`config.mk`:
```
export PLATFORM = sky130hd
export DESIGN_NAME = dshp_port
export DESIGN_NICKNAME = d
export VERILOG_FILES = /design/src/pkg/dshp_pkg.sv /design/src/rtl/dshp_regfile.sv /design/src/rtl/dshp_port.sv
export SDC_FILE = /design/constraint.sdc
export NUM_CORES = 2
export LEC_CHECK = 0
export ABC_CLOCK_PERIOD_IN_PS = 43000
export BUFFER_PORTS_ARGS = -buffer_cell sky130_fd_sc_hd__buf_4
export CORE_MARGIN = 3
export CORE_UTILIZATION = 35
export DETAILED_ROUTE_END_ITERATION = 10
export MAX_ROUTING_LAYER = met4
export PLACE_DENSITY_LB_ADDON = 0.05
export SLEW_MARGIN = 20
export SYNTH_ARGS = -nofsm -noshare
export SYNTH_HDL_FRONTEND = slang
export SYNTH_HIERARCHICAL = 1
export SYNTH_SLANG_ARGS = --single-unit
```
`constraint.sdc`:
```
create_clock -name clock -period 43 [get_ports clock]
set_clock_uncertainty 0.15 [all_clocks]
set_input_delay 4.3 -clock clock [delete_from_list [all_inputs] [get_ports clock]]
set_output_delay 4.3 -clock clock [all_outputs]
set_load 0.02 [all_outputs]
```
`src/pkg/dshp_pkg.sv`:
```
// dshp_pkg: constants and types of the dual serial host port.
// assumes: included first; register map offsets are the block's own.
package dshp_pkg;
  // ==========================================================
  // bus identity and framing
  localparam logic [5:0] I2C_ADDR_HI    = 6'h0c;
  localparam logic [3:0] BITS_PER_BYTE  = 4'h8;
  localparam logic [2:0] SPI_LAST_BIT   = 3'h7;
  // ==========================================================
  // register map
  localparam logic [6:0] ADDR_TRIM_SENS = 7'h10;
  localparam logic [6:0] ADDR_TRIM_OFS  = 7'h11;
  localparam logic [6:0] ADDR_CTRL      = 7'h20;
  localparam logic [6:0] ADDR_STATUS    = 7'h27;
  localparam logic [6:0] ADDR_OUT_XL    = 7'h28;
  localparam logic [6:0] ADDR_OUT_ZH    = 7'h2d;
  localparam logic [6:0] ADDR_INT_BASE  = 7'h30;
  localparam logic [6:0] INT_STRIDE     = 7'h04;
  localparam logic [6:0] INT_OFS_CFG    = 7'h00;
  localparam logic [6:0] INT_OFS_SRC    = 7'h01;
  localparam logic [6:0] INT_OFS_THS    = 7'h02;
  localparam logic [6:0] INT_OFS_DUR    = 7'h03;
  // ==========================================================
  // field positions and reset values
  localparam int         CTRL_3WIRE_BIT = 0;
  localparam int         STATUS_NEW_BIT = 3;
  localparam int         SRC_ACTIVE_BIT = 6;
  localparam logic [7:0] RESET_BYTE     = 8'h00;
  // ==========================================================
  // types
  typedef struct packed {
    logic       wr;
    logic       rd;
    logic [6:0] addr;
    logic [7:0] wdata;
  } dshp_acc_t;

  typedef struct packed {
    logic [15:0] x;
    logic [15:0] y;
    logic [15:0] z;
  } dshp_sample_t;

  typedef enum logic [3:0] {
    I_IDLE, I_ADDR, I_AACK, I_SUB, I_SACK, I_WR, I_WACK, I_RD, I_MACK
  } dshp_i2c_st_t;
endpackage

```
`src/rtl/dshp_regfile.sv`:
```
// dshp_regfile: register store, trim load, data-ready and two inertial interrupts.
// assumes: one access per cycle from the serial front end; samples on the same clock.
`timescale 1ns/10ps
`default_nettype none
module dshp_regfile (
  input  wire logic                 clock,
  input  wire logic                 rst,
  input  wire dshp_pkg::dshp_acc_t  acc,
  input  wire logic [6:0]           rd_addr,
  output logic [7:0]                rdata,
  output logic                      three_wire,
  input  wire logic                 core_pwr_ok,
  input  wire logic                 sample_valid,
  input  wire dshp_pkg::dshp_sample_t sample,
  input  wire logic [7:0]           nvm_sens,
  input  wire logic [7:0]           nvm_ofs,
  output logic                      data_ready,
  output logic [1:0]                int_out,
  output logic                      trim_done
);
  logic [7:0] mem_q [128];
  logic [7:0] mem_d [128];
  logic [7:0] cnt_q [2];
  logic [7:0] cnt_d [2];
  logic       drdy_q, drdy_d, trim_q, trim_d;
  logic [1:0] int_q, int_d;
  logic       take;

  function automatic logic read_only(input logic [6:0] a);
    logic ro;
    ro = (a == dshp_pkg::ADDR_STATUS) ||
         (a >= dshp_pkg::ADDR_OUT_XL && a <= dshp_pkg::ADDR_OUT_ZH);
    for (int n = 0; n < 2; n++)
      ro = ro || (a == dshp_pkg::ADDR_INT_BASE + 7'(n) * dshp_pkg::INT_STRIDE + dshp_pkg::INT_OFS_SRC);
    return ro;
  endfunction

  function automatic logic [7:0] mag(input logic [7:0] v);
    return v[7] ? 8'(-v) : v;
  endfunction

  assign rdata      = mem_q[rd_addr];
  assign three_wire = mem_q[dshp_pkg::ADDR_CTRL][dshp_pkg::CTRL_3WIRE_BIT];
  assign data_ready = drdy_q;
  assign int_out    = int_q;
  assign trim_done  = trim_q;
  // measurement chain is off without core supply; nothing is captured then
  assign take = sample_valid && core_pwr_ok && trim_q;

  // ==========================================================
  // next state
  always_comb
  begin
    logic [6:0] b;
    logic [2:0] over;
    logic       hit;
    logic [7:0] c;
    b = 7'h00;
    over = 3'h0;
    hit = 1'b0;
    c = 8'h00;
    mem_d  = mem_q;
    cnt_d  = cnt_q;
    int_d  = int_q;
    trim_d = 1'b1;
    drdy_d = drdy_q;
    if (!trim_q)
    begin
      mem_d[dshp_pkg::ADDR_TRIM_SENS] = nvm_sens;
      mem_d[dshp_pkg::ADDR_TRIM_OFS]  = nvm_ofs;
    end
    if (acc.wr && !read_only(acc.addr))
      mem_d[acc.addr] = acc.wdata;
    if (acc.rd && acc.addr == dshp_pkg::ADDR_OUT_ZH)
      drdy_d = 1'b0;
    if (take)
    begin
      drdy_d = 1'b1;
      {mem_d[dshp_pkg::ADDR_OUT_XL + 7'h1], mem_d[dshp_pkg::ADDR_OUT_XL]} = sample.x;
      {mem_d[dshp_pkg::ADDR_OUT_XL + 7'h3], mem_d[dshp_pkg::ADDR_OUT_XL + 7'h2]} = sample.y;
      {mem_d[dshp_pkg::ADDR_OUT_ZH], mem_d[dshp_pkg::ADDR_OUT_XL + 7'h4]} = sample.z;
      for (int n = 0; n < 2; n++)
      begin
        b = dshp_pkg::ADDR_INT_BASE + 7'(n) * dshp_pkg::INT_STRIDE;
        over[0] = mag(sample.x[15:8]) > {1'b0, mem_q[b + dshp_pkg::INT_OFS_THS][6:0]};
        over[1] = mag(sample.y[15:8]) > {1'b0, mem_q[b + dshp_pkg::INT_OFS_THS][6:0]};
        over[2] = mag(sample.z[15:8]) > {1'b0, mem_q[b + dshp_pkg::INT_OFS_THS][6:0]};
        over = over & mem_q[b + dshp_pkg::INT_OFS_CFG][2:0];
        hit = |over;
        c = !hit ? 8'h00 : (&cnt_q[n]) ? cnt_q[n] : 8'(cnt_q[n] + 8'h01);
        cnt_d[n] = c;
        int_d[n] = hit && (c >= mem_q[b + dshp_pkg::INT_OFS_DUR]);
        mem_d[b + dshp_pkg::INT_OFS_SRC] = 8'(({7'h00, int_d[n]} << dshp_pkg::SRC_ACTIVE_BIT) | {5'h00, over});
      end
    end
    mem_d[dshp_pkg::ADDR_STATUS] = 8'({7'h00, drdy_d} << dshp_pkg::STATUS_NEW_BIT);
  end

  // ==========================================================
  // registers
  always_ff @(posedge clock or posedge rst)
  begin
    if (rst)
    begin
      for (int i = 0; i < 128; i++)
        mem_q[i] <= dshp_pkg::RESET_BYTE;
      cnt_q[0] <= 8'h00;
      cnt_q[1] <= 8'h00;
      int_q    <= 2'h0;
      drdy_q   <= 1'b0;
      trim_q   <= 1'b0;
    end
    else
    begin
      mem_q  <= mem_d;
      cnt_q  <= cnt_d;
      int_q  <= int_d;
      drdy_q <= drdy_d;
      trim_q <= trim_d;
    end
  end

  // ==========================================================
  // checks
  a_trim_copy: assert property (@(posedge clock) disable iff (rst)
    $rose(trim_q) |-> mem_q[dshp_pkg::ADDR_TRIM_SENS] == $past(nvm_sens))
    else $error("trim value not copied at start-up");
  a_drdy_sets: assert property (@(posedge clock) disable iff (rst)
    take |=> drdy_q && mem_q[dshp_pkg::ADDR_STATUS][dshp_pkg::STATUS_NEW_BIT])
    else $error("data ready missing after sample");
  a_write_lands: assert property (@(posedge clock) disable iff (rst)
    (acc.wr && !read_only(acc.addr) && acc.addr != dshp_pkg::ADDR_STATUS) |=> mem_q[$past(acc.addr)] == $past(acc.wdata))
    else $error("register write lost");
endmodule
`default_nettype wire

```
`src/rtl/dshp_port.sv`:
```
// dshp_port: shared-pad two-wire and serial peripheral slave front end.
// assumes: pads are asynchronous to clock; bench link clock far below clock rate.
// Notes on behaviour
// select pin high runs two-wire slave; low enables serial peripheral port
// software picks three-wire shared data or four-wire separate data lines
// both ports share pads and reach one common register set
// two-wire side is slave only; writes stored, reads return stored contents
// two-wire slave works at fast mode and standard mode clock rates
// data-ready output rises when a full three-axis sample set is stored
// inertial events on enabled axes drive two separate interrupt pins independently
// each interrupt's function, threshold and duration are host programmable
// factory trim is copied from non-volatile store into registers at power-up
// without core supply the bus is never held; measurement stops
// two-wire data is bidirectional; lines rest high when idle
// seven-bit address has fixed upper six bits; strap sets the lowest
// sub-address follows: low seven bits select register, top bit auto-increments
// peripheral frame: read bit, increment bit, six-bit address, then data
// sixteen clocks per access, eight more per byte; shift on fall, sample on rise
// while peripheral port is selected, two-wire logic ignores pads and stays off
`timescale 1ns/10ps
`default_nettype none
module dshp_port (
  input  wire logic                   clock,
  input  wire logic                   rst,
  input  wire logic                   if_select,
  input  wire logic                   scl_pclk_in,
  input  wire logic                   sda_sdi_in,
  output logic                        sda_sdi_out,
  output logic                        sda_sdi_oe,
  input  wire logic                   sdo_strap_in,
  output logic                        sdo_strap_out,
  output logic                        sdo_strap_oe,
  input  wire logic                   core_pwr_ok,
  input  wire logic                   sample_valid,
  input  wire dshp_pkg::dshp_sample_t sample,
  input  wire logic [7:0]             nvm_sens,
  input  wire logic [7:0]             nvm_ofs,
  output logic                        data_ready,
  output logic                        int1,
  output logic                        int2,
  output logic                        trim_done
);
  // ==========================================================
  // pad synchronisers: 0 select, 1 clock, 2 data, 3 strap
  logic [3:0] s1_q, s2_q, p_q;
  logic       i2c_mode, scl_rise, scl_fall, start, stop, pclk_rise, pclk_fall, frame_go;

  // clock runs far above the 400 kHz bus clock, so edges are found by oversampling
  always_ff @(posedge clock or posedge rst)
  begin
    if (rst)
    begin
      s1_q <= 4'hf;
      s2_q <= 4'hf;
      p_q  <= 4'hf;
    end
    else
    begin
      s1_q <= {sdo_strap_in, sda_sdi_in, scl_pclk_in, if_select};
      s2_q <= s1_q;
      p_q  <= s2_q;
    end
  end

  assign i2c_mode = s2_q[0];
  assign scl_rise = s2_q[1] && !p_q[1];
  assign scl_fall = !s2_q[1] && p_q[1];
  assign start    = i2c_mode && s2_q[1] && p_q[1] && !s2_q[2] && p_q[2];
  assign stop     = i2c_mode && s2_q[1] && p_q[1] && s2_q[2] && !p_q[2];
  assign pclk_rise = !i2c_mode && scl_rise;
  assign pclk_fall = !i2c_mode && scl_fall;
  assign frame_go = !s2_q[0] && p_q[0];

  // ==========================================================
  // register store
  dshp_pkg::dshp_acc_t acc_q, acc_d;
  logic [6:0] ptr_q, ptr_d;
  logic [7:0] rdata;
  logic       three_wire;
  logic [1:0] int_w;

  dshp_regfile u_regs (
    .clock        (clock),
    .rst          (rst),
    .acc          (acc_q),
    .rd_addr      (ptr_q),
    .rdata        (rdata),
    .three_wire   (three_wire),
    .core_pwr_ok  (core_pwr_ok),
    .sample_valid (sample_valid),
    .sample       (sample),
    .nvm_sens     (nvm_sens),
    .nvm_ofs      (nvm_ofs),
    .data_ready   (data_ready),
    .int_out      (int_w),
    .trim_done    (trim_done)
  );

  always_ff @(posedge clock or posedge rst)
  begin
    if (rst)
    begin
      int1 <= 1'b0;
      int2 <= 1'b0;
    end
    else
    begin
      int1 <= int_w[0];
      int2 <= int_w[1];
    end
  end

  // ==========================================================
  // protocol engines: one pointer and one access port for both, so both reach the same registers
  dshp_pkg::dshp_i2c_st_t st_q, st_d;
  logic [7:0] sh_q, sh_d, tx_q, tx_d;
  logic [3:0] cnt_q, cnt_d;
  logic [2:0] sp_cnt_q, sp_cnt_d;
  logic       rw_q, rw_d, ai_q, ai_d, strap_q, strap_d;
  logic       hdr_q, hdr_d, sp_rw_q, sp_rw_d, inc_q, inc_d;
  logic       ack_q, ack_d, bit_q, bit_d;
  logic [7:0] rx_byte;

  assign rx_byte = {sh_q[6:0], s2_q[2]};

  always_comb
  begin
    st_d = st_q;
    sh_d = sh_q;
    tx_d = tx_q;
    cnt_d = cnt_q;
    sp_cnt_d = sp_cnt_q;
    rw_d = rw_q;
    ai_d = ai_q;
    hdr_d = hdr_q;
    sp_rw_d = sp_rw_q;
    inc_d = inc_q;
    ack_d = ack_q;
    bit_d = bit_q;
    ptr_d = ptr_q;
    strap_d = strap_q;
    acc_d = '0;
    if (!i2c_mode)
    begin
      // two-wire engine held idle and silent while the peripheral port owns the pads
      st_d  = dshp_pkg::I_IDLE;
      ack_d = 1'b0;
      if (frame_go)
      begin
        hdr_d = 1'b0;
        sp_cnt_d = 3'h0;
        bit_d = 1'b0;
      end
      else if (pclk_rise)
      begin
        sh_d = rx_byte;
        sp_cnt_d = 3'(sp_cnt_q + 3'h1);
        if (sp_cnt_q == dshp_pkg::SPI_LAST_BIT)
        begin
          if (!hdr_q)
          begin
            hdr_d   = 1'b1;
            sp_rw_d = sh_q[6];
            inc_d   = sh_q[5];
            ptr_d   = {1'b0, rx_byte[5:0]};
          end
          else if (!sp_rw_q)
          begin
            acc_d = '{wr: 1'b1, rd: 1'b0, addr: ptr_q, wdata: rx_byte};
            ptr_d = {1'b0, 6'(ptr_q[5:0] + {5'h00, inc_q})};
          end
        end
      end
      else if (pclk_fall && hdr_q && sp_rw_q)
      begin
        if (sp_cnt_q == 3'h0)
        begin
          tx_d  = rdata;
          bit_d = rdata[7];
          acc_d = '{wr: 1'b0, rd: 1'b1, addr: ptr_q, wdata: 8'h00};
          ptr_d = {1'b0, 6'(ptr_q[5:0] + {5'h00, inc_q})};
        end
        else
        begin
          tx_d  = {tx_q[6:0], 1'b0};
          bit_d = tx_q[6];
        end
      end
    end
    else if (start)
    begin
      st_d  = dshp_pkg::I_ADDR;
      cnt_d = 4'h0;
      ack_d = 1'b0;
      hdr_d = 1'b0;
    end
    else if (stop)
    begin
      st_d  = dshp_pkg::I_IDLE;
      ack_d = 1'b0;
    end
    else if (scl_rise)
    begin
      unique case (st_q)
        dshp_pkg::I_ADDR, dshp_pkg::I_SUB, dshp_pkg::I_WR:
        begin
          sh_d  = rx_byte;
          cnt_d = 4'(cnt_q + 4'h1);
        end
        dshp_pkg::I_MACK:
          if (s2_q[2])
            st_d = dshp_pkg::I_IDLE;
        default: ;
      endcase
    end
    else if (scl_fall)
    begin
      unique case (st_q)
        dshp_pkg::I_ADDR:
          if (cnt_q == dshp_pkg::BITS_PER_BYTE)
          begin
            if (sh_q[7:1] == {dshp_pkg::I2C_ADDR_HI, strap_q})
            begin
              st_d  = dshp_pkg::I_AACK;
              ack_d = 1'b1;
              rw_d  = sh_q[0];
            end
            else
              st_d = dshp_pkg::I_IDLE;
          end
        dshp_pkg::I_AACK, dshp_pkg::I_MACK:
        begin
          cnt_d = 4'h0;
          ack_d = 1'b0;
          st_d  = dshp_pkg::I_SUB;
          if (rw_q || st_q == dshp_pkg::I_MACK)
          begin
            sh_d  = rdata;
            ack_d = !rdata[7];
            cnt_d = 4'h1;
            acc_d = '{wr: 1'b0, rd: 1'b1, addr: ptr_q, wdata: 8'h00};
            st_d  = dshp_pkg::I_RD;
          end
        end
        dshp_pkg::I_SUB:
          if (cnt_q == dshp_pkg::BITS_PER_BYTE)
          begin
            ptr_d = sh_q[6:0];
            ai_d  = sh_q[7];
            ack_d = 1'b1;
            st_d  = dshp_pkg::I_SACK;
          end
        dshp_pkg::I_SACK, dshp_pkg::I_WACK:
        begin
          ack_d = 1'b0;
          cnt_d = 4'h0;
          st_d  = dshp_pkg::I_WR;
          if (st_q == dshp_pkg::I_WACK)
            ptr_d = 7'(ptr_q + {6'h00, ai_q});
        end
        dshp_pkg::I_WR:
          if (cnt_q == dshp_pkg::BITS_PER_BYTE)
          begin
            acc_d = '{wr: 1'b1, rd: 1'b0, addr: ptr_q, wdata: sh_q};
            ack_d = 1'b1;
            st_d  = dshp_pkg::I_WACK;
          end
        dshp_pkg::I_RD:
          if (cnt_q == dshp_pkg::BITS_PER_BYTE)
          begin
            ack_d = 1'b0;
            ptr_d = 7'(ptr_q + {6'h00, ai_q});
            st_d  = dshp_pkg::I_MACK;
          end
          else
          begin
            sh_d  = {sh_q[6:0], 1'b0};
            ack_d = !sh_q[6];
            cnt_d = 4'(cnt_q + 4'h1);
          end
        default: ;
      endcase
    end
    // the strap pad doubles as peripheral data out, so it is only read while idle on two-wire
    if (i2c_mode && st_q == dshp_pkg::I_IDLE)
      strap_d = s2_q[3];
  end

  always_ff @(posedge clock or posedge rst)
  begin
    if (rst)
    begin
      st_q <= dshp_pkg::I_IDLE;
      sh_q <= 8'h00;
      tx_q <= 8'h00;
      cnt_q <= 4'h0;
      sp_cnt_q <= 3'h0;
      rw_q <= 1'b0;
      ai_q <= 1'b0;
      hdr_q <= 1'b0;
      sp_rw_q <= 1'b0;
      inc_q <= 1'b0;
      ack_q <= 1'b0;
      bit_q <= 1'b0;
      ptr_q <= 7'h00;
      strap_q <= 1'b0;
      acc_q <= '0;
    end
    else
    begin
      st_q <= st_d;
      sh_q <= sh_d;
      tx_q <= tx_d;
      cnt_q <= cnt_d;
      sp_cnt_q <= sp_cnt_d;
      rw_q <= rw_d;
      ai_q <= ai_d;
      hdr_q <= hdr_d;
      sp_rw_q <= sp_rw_d;
      inc_q <= inc_d;
      ack_q <= ack_d;
      bit_q <= bit_d;
      ptr_q <= ptr_d;
      strap_q <= strap_d;
      acc_q <= acc_d;
    end
  end

  // ==========================================================
  // pad drivers: two-wire data is open drain and never held outside a byte, so the bus stays free
  logic sda_out_d, sda_oe_d, sdo_out_d, sdo_oe_d, sp_drive;

  assign sp_drive = !i2c_mode && hdr_q && sp_rw_q;

  always_comb
  begin
    sda_out_d = 1'b0;
    sda_oe_d  = i2c_mode && ack_q;
    sdo_out_d = bit_q;
    sdo_oe_d  = 1'b0;
    if (sp_drive)
    begin
      if (three_wire)
      begin
        sda_out_d = bit_q;
        sda_oe_d  = 1'b1;
      end
      else
        sdo_oe_d = 1'b1;
    end
  end

  always_ff @(posedge clock or posedge rst)
  begin
    if (rst)
    begin
      sda_sdi_out   <= 1'b0;
      sda_sdi_oe    <= 1'b0;
      sdo_strap_out <= 1'b0;
      sdo_strap_oe  <= 1'b0;
    end
    else
    begin
      sda_sdi_out   <= sda_out_d;
      sda_sdi_oe    <= sda_oe_d;
      sdo_strap_out <= sdo_out_d;
      sdo_strap_oe  <= sdo_oe_d;
    end
  end

  // ==========================================================
  // checks
  a_spi_mutes_i2c: assert property (@(posedge clock) disable iff (rst)
    !i2c_mode |=> st_q == dshp_pkg::I_IDLE && !ack_q ##1 !(sda_sdi_oe && !three_wire))
    else $error("two-wire engine active in peripheral mode");
  a_addr_reject: assert property (@(posedge clock) disable iff (rst)
    (i2c_mode && !start && !stop && scl_fall && st_q == dshp_pkg::I_ADDR && cnt_q == dshp_pkg::BITS_PER_BYTE
     && sh_q[7:1] != {dshp_pkg::I2C_ADDR_HI, strap_q}) |=> st_q == dshp_pkg::I_IDLE ##1 !sda_sdi_oe)
    else $error("foreign address acknowledged");
  a_sub_pointer: assert property (@(posedge clock) disable iff (rst)
    (i2c_mode && !start && !stop && scl_fall && st_q == dshp_pkg::I_SUB && cnt_q == dshp_pkg::BITS_PER_BYTE)
    |=> ptr_q == $past(sh_q[6:0]) && ai_q == $past(sh_q[7]) && ack_q ##1 sda_sdi_oe)
    else $error("sub-address not taken");
  a_spi_header: assert property (@(posedge clock) disable iff (rst)
    (pclk_rise && !frame_go && !hdr_q && sp_cnt_q == dshp_pkg::SPI_LAST_BIT)
    |=> hdr_q && ptr_q[5:0] == $past(rx_byte[5:0]) && sp_rw_q == $past(sh_q[6]))
    else $error("peripheral header misread");
  a_spi_byte_edge: assert property (@(posedge clock) disable iff (rst)
    (acc_q.wr && !i2c_mode) |-> $past(sp_cnt_q == dshp_pkg::SPI_LAST_BIT && hdr_q && pclk_rise))
    else $error("peripheral write off byte boundary");
  a_idle_release: assert property (@(posedge clock) disable iff (rst)
    (i2c_mode && st_q == dshp_pkg::I_IDLE) |-> !ack_q ##1 !sda_sdi_oe)
    else $error("data line held while idle");
  a_sdo_read_only: assert property (@(posedge clock) disable iff (rst)
    sdo_strap_oe |-> $past(sp_drive && !three_wire))
    else $error("output pad driven outside a read");
endmodule
`default_nettype wire

```
## Word level (Yosys, flattened, before mapping)

Index checks and enable logic that the tools add are counted.
W data, S select, Z words.

- Output and inout port bits: 8
- Word-level logic and storage cells: 427
- Bits in registers: 1111
- Input bits: 72

- Eq/ne operators: 50
- Order comparisons: 13
- Reduce and logical (&&, ||, !) cells: 70
- $add $sub $neg: 9
- Bitwise gates (word level): 13
- Muxes and demuxes: 113

Operator list:

| cell | count |
|---|---|
| $bwmux W1024 | 1 |
| $mux W896 | 1 |
| $mux W17 | 11 |
| $mux W8 | 22 |
| $mux W7 | 16 |
| $mux W4 | 17 |
| $mux W16 | 4 |
| $bmux W8 S7 | 1 |
| $demux W8 S7 | 1 |
| $gt A8 B7 Y1 | 6 |
| $mux W48 | 1 |
| $pmux W17 S2 | 1 |
| $reduce_and A8 Y1 | 4 |
| $eq A7 B6 Y1 const B | 4 |
| $mux W1 | 28 |
| $logic_and A1 B1 Y1 | 25 |
| $ne A6 B6 Y1 const B | 4 |
| $neg A8 Y8 | 3 |
| $pmux W4 S6 | 1 |
| $pmux W7 S3 | 1 |
| $add A8 B1 Y8 const B | 2 |
| $eq A4 B3 Y1 const B | 4 |
| $ge A8 B8 Y1 | 2 |
| $ge A8 B8 Y1 const B | 2 |
| 52 further kinds | 106 |

## Logic depth before layout (Yosys ltp)

- Word-level depth: 12
- Mapped depth: 22
- Mapped depth without buffers: 21

## Hierarchy

Netlist, hierarchy kept.

By module, submodules not included:

| module | cells each | sequential area each (um^2) | times used | area an instance (um^2) |
|---|---|---|---|---|
| dshp_regfile | 3598 | 25924.9 | 1 | 49168.4 |
| dshp_port | 382 | 1890.6 | 1 | 4068.9 |

## Worst setup path after synthesis

OpenSTA, ideal clock, no wires.

- Path type: input to register
- Start point: in sample[24] (netlist name)
- End point: reg u_regs.int_q[1], in the netlist u_regs/int_out[1]
- Buffers on the path: 1
- Setup time: 0.118 ns
- Setup slack: 35.267 ns
- Required time: 42.732 ns
- Stages: 18
- Data arrival time: 7.465 ns
- Path through: or3_1 > o31ai_1 > xnor2_1 > ha_1 > nand3_1 > a211oi_1 > o41ai_1 > o211ai_4 > buf_6 > and2_1 > ha_1 > a21o_1 > a21oi_1 > o21ai_0 > nand3_1 > a21oi_1 > nand2_1 > nand2_1

- Cells in the longest elaborated chain, start to end: 8

RTL lines:

| what | RTL line | source |
|---|---|---|
| start, declared | dshp_port.sv:35 | `input wire dshp_pkg::dshp_sample_t sample,` |
| $neg A8 Y8 | dshp_regfile.sv:39 | `return v[7] ? 8'(-v) : v;` |
| $mux W8 * | dshp_regfile.sv:39 |  |
| $gt A8 B7 Y1 * | dshp_regfile.sv:86 | `over[1] = mag(sample.y[15:8]) > {1'b0, mem_q[b + dshp_pkg::INT_OFS_THS][6:0]};` |
| $and A3 B3 Y3 * | dshp_regfile.sv:88 | `over = over & mem_q[b + dshp_pkg::INT_OFS_CFG][2:0];` |
| $reduce_or A3 Y1 * | dshp_regfile.sv:89 | `hit = \|over;` |
| $mux W8 | dshp_regfile.sv:90 | `c = !hit ? 8'h00 : (&cnt_q[n]) ? cnt_q[n] : 8'(cnt_q[n] + 8'h01);` |
| $ge A8 B8 Y1 | dshp_regfile.sv:92 | `int_d[n] = hit && (c >= mem_q[b + dshp_pkg::INT_OFS_DUR]);` |
| $logic_and A1 B1 Y1 * | dshp_regfile.sv:92 |  |
| end signal, assigned | dshp_regfile.sv:117 | `int_q <= int_d;` |
| end, declared | dshp_regfile.sv:26 | `logic [1:0] int_q, int_d;` |

Mark *: on every way between the ends. The rest lies on a longest branch, timed or not.
A chain may end at the register's enable or synchronous reset.

## Final worst setup path

- Start point: in sample[24] (netlist name)
- End point: reg u_regs.int_q[0], in the netlist u_regs/int_out[0]

Same word-level chain as after synthesis.

==> results.md <==
- Top cell type's share of synthesized area: 0.517
- Total number of vias: 33,000
- Final Cell Area: 60,400 sq um
- Die height: 396 um
- Vias per cell: 5.40
- R2R depth: 9
- Slowest cell on the critical path: o41ai_1
- Initial DRC Count: 1,929
- Pin count of the biggest net entering global routing: 144
- # nets final: around 4,100
- Layout cells sized above 1: 0.387
- Cell Rows: 142
- Clock-pin slew on the worst setup and hold paths: roughly 0.050 ns
- Hold Path End: s2_q[3]
- CP arrival: ~8.2 ns
- Pre-Repair DR Iteration Count: 6
- FF-to-FF Start: ptr_q[0]
- CTS HTree Levels: 4
- VDD IR max: 0.0425 mV
- Leakage Power: 0.0280 uW
- Resize count post-CTS: 0
- Bufs on Longest Clock Path: 3
- Clock Sinks: 1,111
- Root buffer cell: clkbuf_16
- Reg2Reg Setup Slack: 37.83 ns
- Hold path start: s1_q[3]
- Post-Syn Area: 53,200 sq um
- WS Path Type: input pin to register
- Number of I/O pins: 80
- First-pass GRT wire length: 244,000 um
- RD Place Congestion: 0.797
- Area Growth Syn to Fin: 13.5%
- Routed len/inst: 26.6 um
- Wirelength, routed: 163,000 um
- Hold-fix buffers, CTS: 0
- Fin worst setup slack: 35.25 ns
- Initial Utilization: 0.354
- Minimum clock period after layout: slightly below 8 ns
- Hpwl dp: 105,000 um
- GRT Util Overall: 0.215
- Hold Crit Class: register to register
- Final period utilization: 0.180
- Slew Limit Fails: 0
- Insertion delay to the later sink of the worst-skew pair: 0.77 ns
- Worst EP required: approximately 43 ns
- TNS Setup: 0 ns
- Cells after synthesis: 3,980
- Yosys Warn Count: 6
- Die area: 157,000 sq um
- Status: completed
- Port bufs: 79
- Most area-hungry cell type in the Yosys netlist: dfrtp_1
- Initial antenna violation count: 3
- Leading post-synthesis cells by cell area: dfrtp_1, mux2_2, mux4_2
- Maxcap violations: 0
- CTS tree: done
- Worst-Margin Slew: 1.14 ns
- Die X: about 400 um
- CP cell instances: buf_4 -> or3_1 -> o31ai_1 -> xnor2_1 -> ha_1 -> nand3_1 -> a211oi_1 -> o41ai_1 -> o211ai_2 -> o211a_1 -> ha_1 -> a21o_1 -> a21oi_1 -> o21ai_0 -> nand3_1 -> a21oi_1 -> nand2_1 -> nand2_1
- PwrDens: 45.1 nW/um^2
- Fin. Hold Viols: 0
- Asr flop ratio synth: 1.00
- RSZ-0062 raised after global routing: false
- Worst Hold Depth: 0
- Post-synth top cells: dfrtp_1, mux2_2, nand2_1
- Fmax: 129 MHz
- Seq cells post-synth: 1,111
- Pre-CTS setup slack: 34.45 ns
- DP Area: ~56,000 sq um
- Syn avg cell area: 13.4 sq um
- Type of destination of the critical path: register
- Final setup vio count: 0
- TritonCTS Buffers: roughly 140
- # DRC: 0
- Register area share after synthesis: 0.522
- Synth Flop Type: dfrtp_1
- Number of setup buffers added after CTS: 0
- Rel. slew slack: 0.236
- Reg2reg end: sh_q[7]
- Syn nets: 4,126
- Crit-path max FO: 13
- ANT nets after route: 0
- Count leader, synth: dfrtp_1
- CP max stage delay: 0.65 ns
- Aggregate global routing overflow: 0
- Core ar.: 150,000 sq um
- CP Launch Type: input pin
- Vias in the first global route: 34,700
- Unique cell type count in the Yosys netlist: 93
- EDFF count, synth: 0
==> kinds of logic after synthesis <==
| group | share of synthesized area |
|---|---|
| multiplexers | 0.312 |
| flip-flops | 0.522 |
| AND/OR/NAND/NOR | 0.0630 |
| AO/OA/AOI/OAI | 0.0551 |
| buffers and inverters | 0.0248 |
| adder cells (fa/ha/maj) | 0.0174 |
| XOR/XNOR | 0.00524 |
| other | 0.0000704 |
==> stage by stage <==
stage,cells,hold WS (ns),utilization,power [uW]
after floorplan,3980,0.195,-,1410
after global placement,5870,0.197,0.371,1590
after detailed placement,5870,0.197,0.371,1590
after CTS,6115,0.205,0.401,2780
after global routing,6115,0.207,0.401,2850
final,6118,0.204,0.401,2730
==> cell usage in the layout (no fill, tap or decap), types with 74 or more instances in the layout <==
cell type,instances
a21oi_1,87
buf_4,139
clkbuf_16,144
dfrtp_1,1087
ha_1,74
mux2_2,926
mux2i_1,116
mux4_2,213
nand2_1,323
nor2_1,148
o21ai_0,89
==> layer usage <==
layer	routed length [um]	up-vias	track usage
met5	0	-	-
met2	77700	465	0.336
met1	77000	17700	0.296
li1	-	14700	-
met4	3840	0	0.0585
met3	4330	195	0.0270
==> report_power, final <==
group	switching, uW	internal (uW)
clock	463	701
sequential	40.0	1060
combinational	297	162
total	800	1930
==> worst max path at each step <==
stage | end | slack (ns) | from
finish | u_regs/int_out[0] | 35.25 | sample[24]
global route | u_regs/int_out[0] | 34.98 | sample[24]
CTS | u_regs/int_out[0] | 35.27 | sample[24]
detailed placement | u_regs/int_out[0] | 34.45 | sample[24]
global placement | u_regs/int_out[1] | 34.53 | sample[24]
floorplan | u_regs/cnt_q[0] | 9.39 | rst
==> registers in the layout, indices dropped and copies added (netlist names), 7 cells and up <==
signal        count
ptr_q             7
u_regs/mem_q   1016
u_regs/cnt_q     16
tx_q              7
sh_q              8
acc_q            17
==> final cells by class <==
class	count	area, sq um
diodes	3	7.51
fillers	14200	90100
flip-flops and latches	1111	27900
clock buffers	213	4200
repair buffers	142	1100
multi-input cells	2547	24200
clock inverters	32	334
well taps	2016	2520
inverters	54	213
==> critical path: cells and delay by family <==
family                   cells  cell delay, ns
AO/OA/AOI/OAI                9            2.14
AND/OR/NAND/NOR              5            0.82
adder cells (fa/ha/maj)      2            0.63
XOR/XNOR                     1            0.23
buffers and inverters        1            0.11
Note: power is estimated with default switching activity, not from simulation.
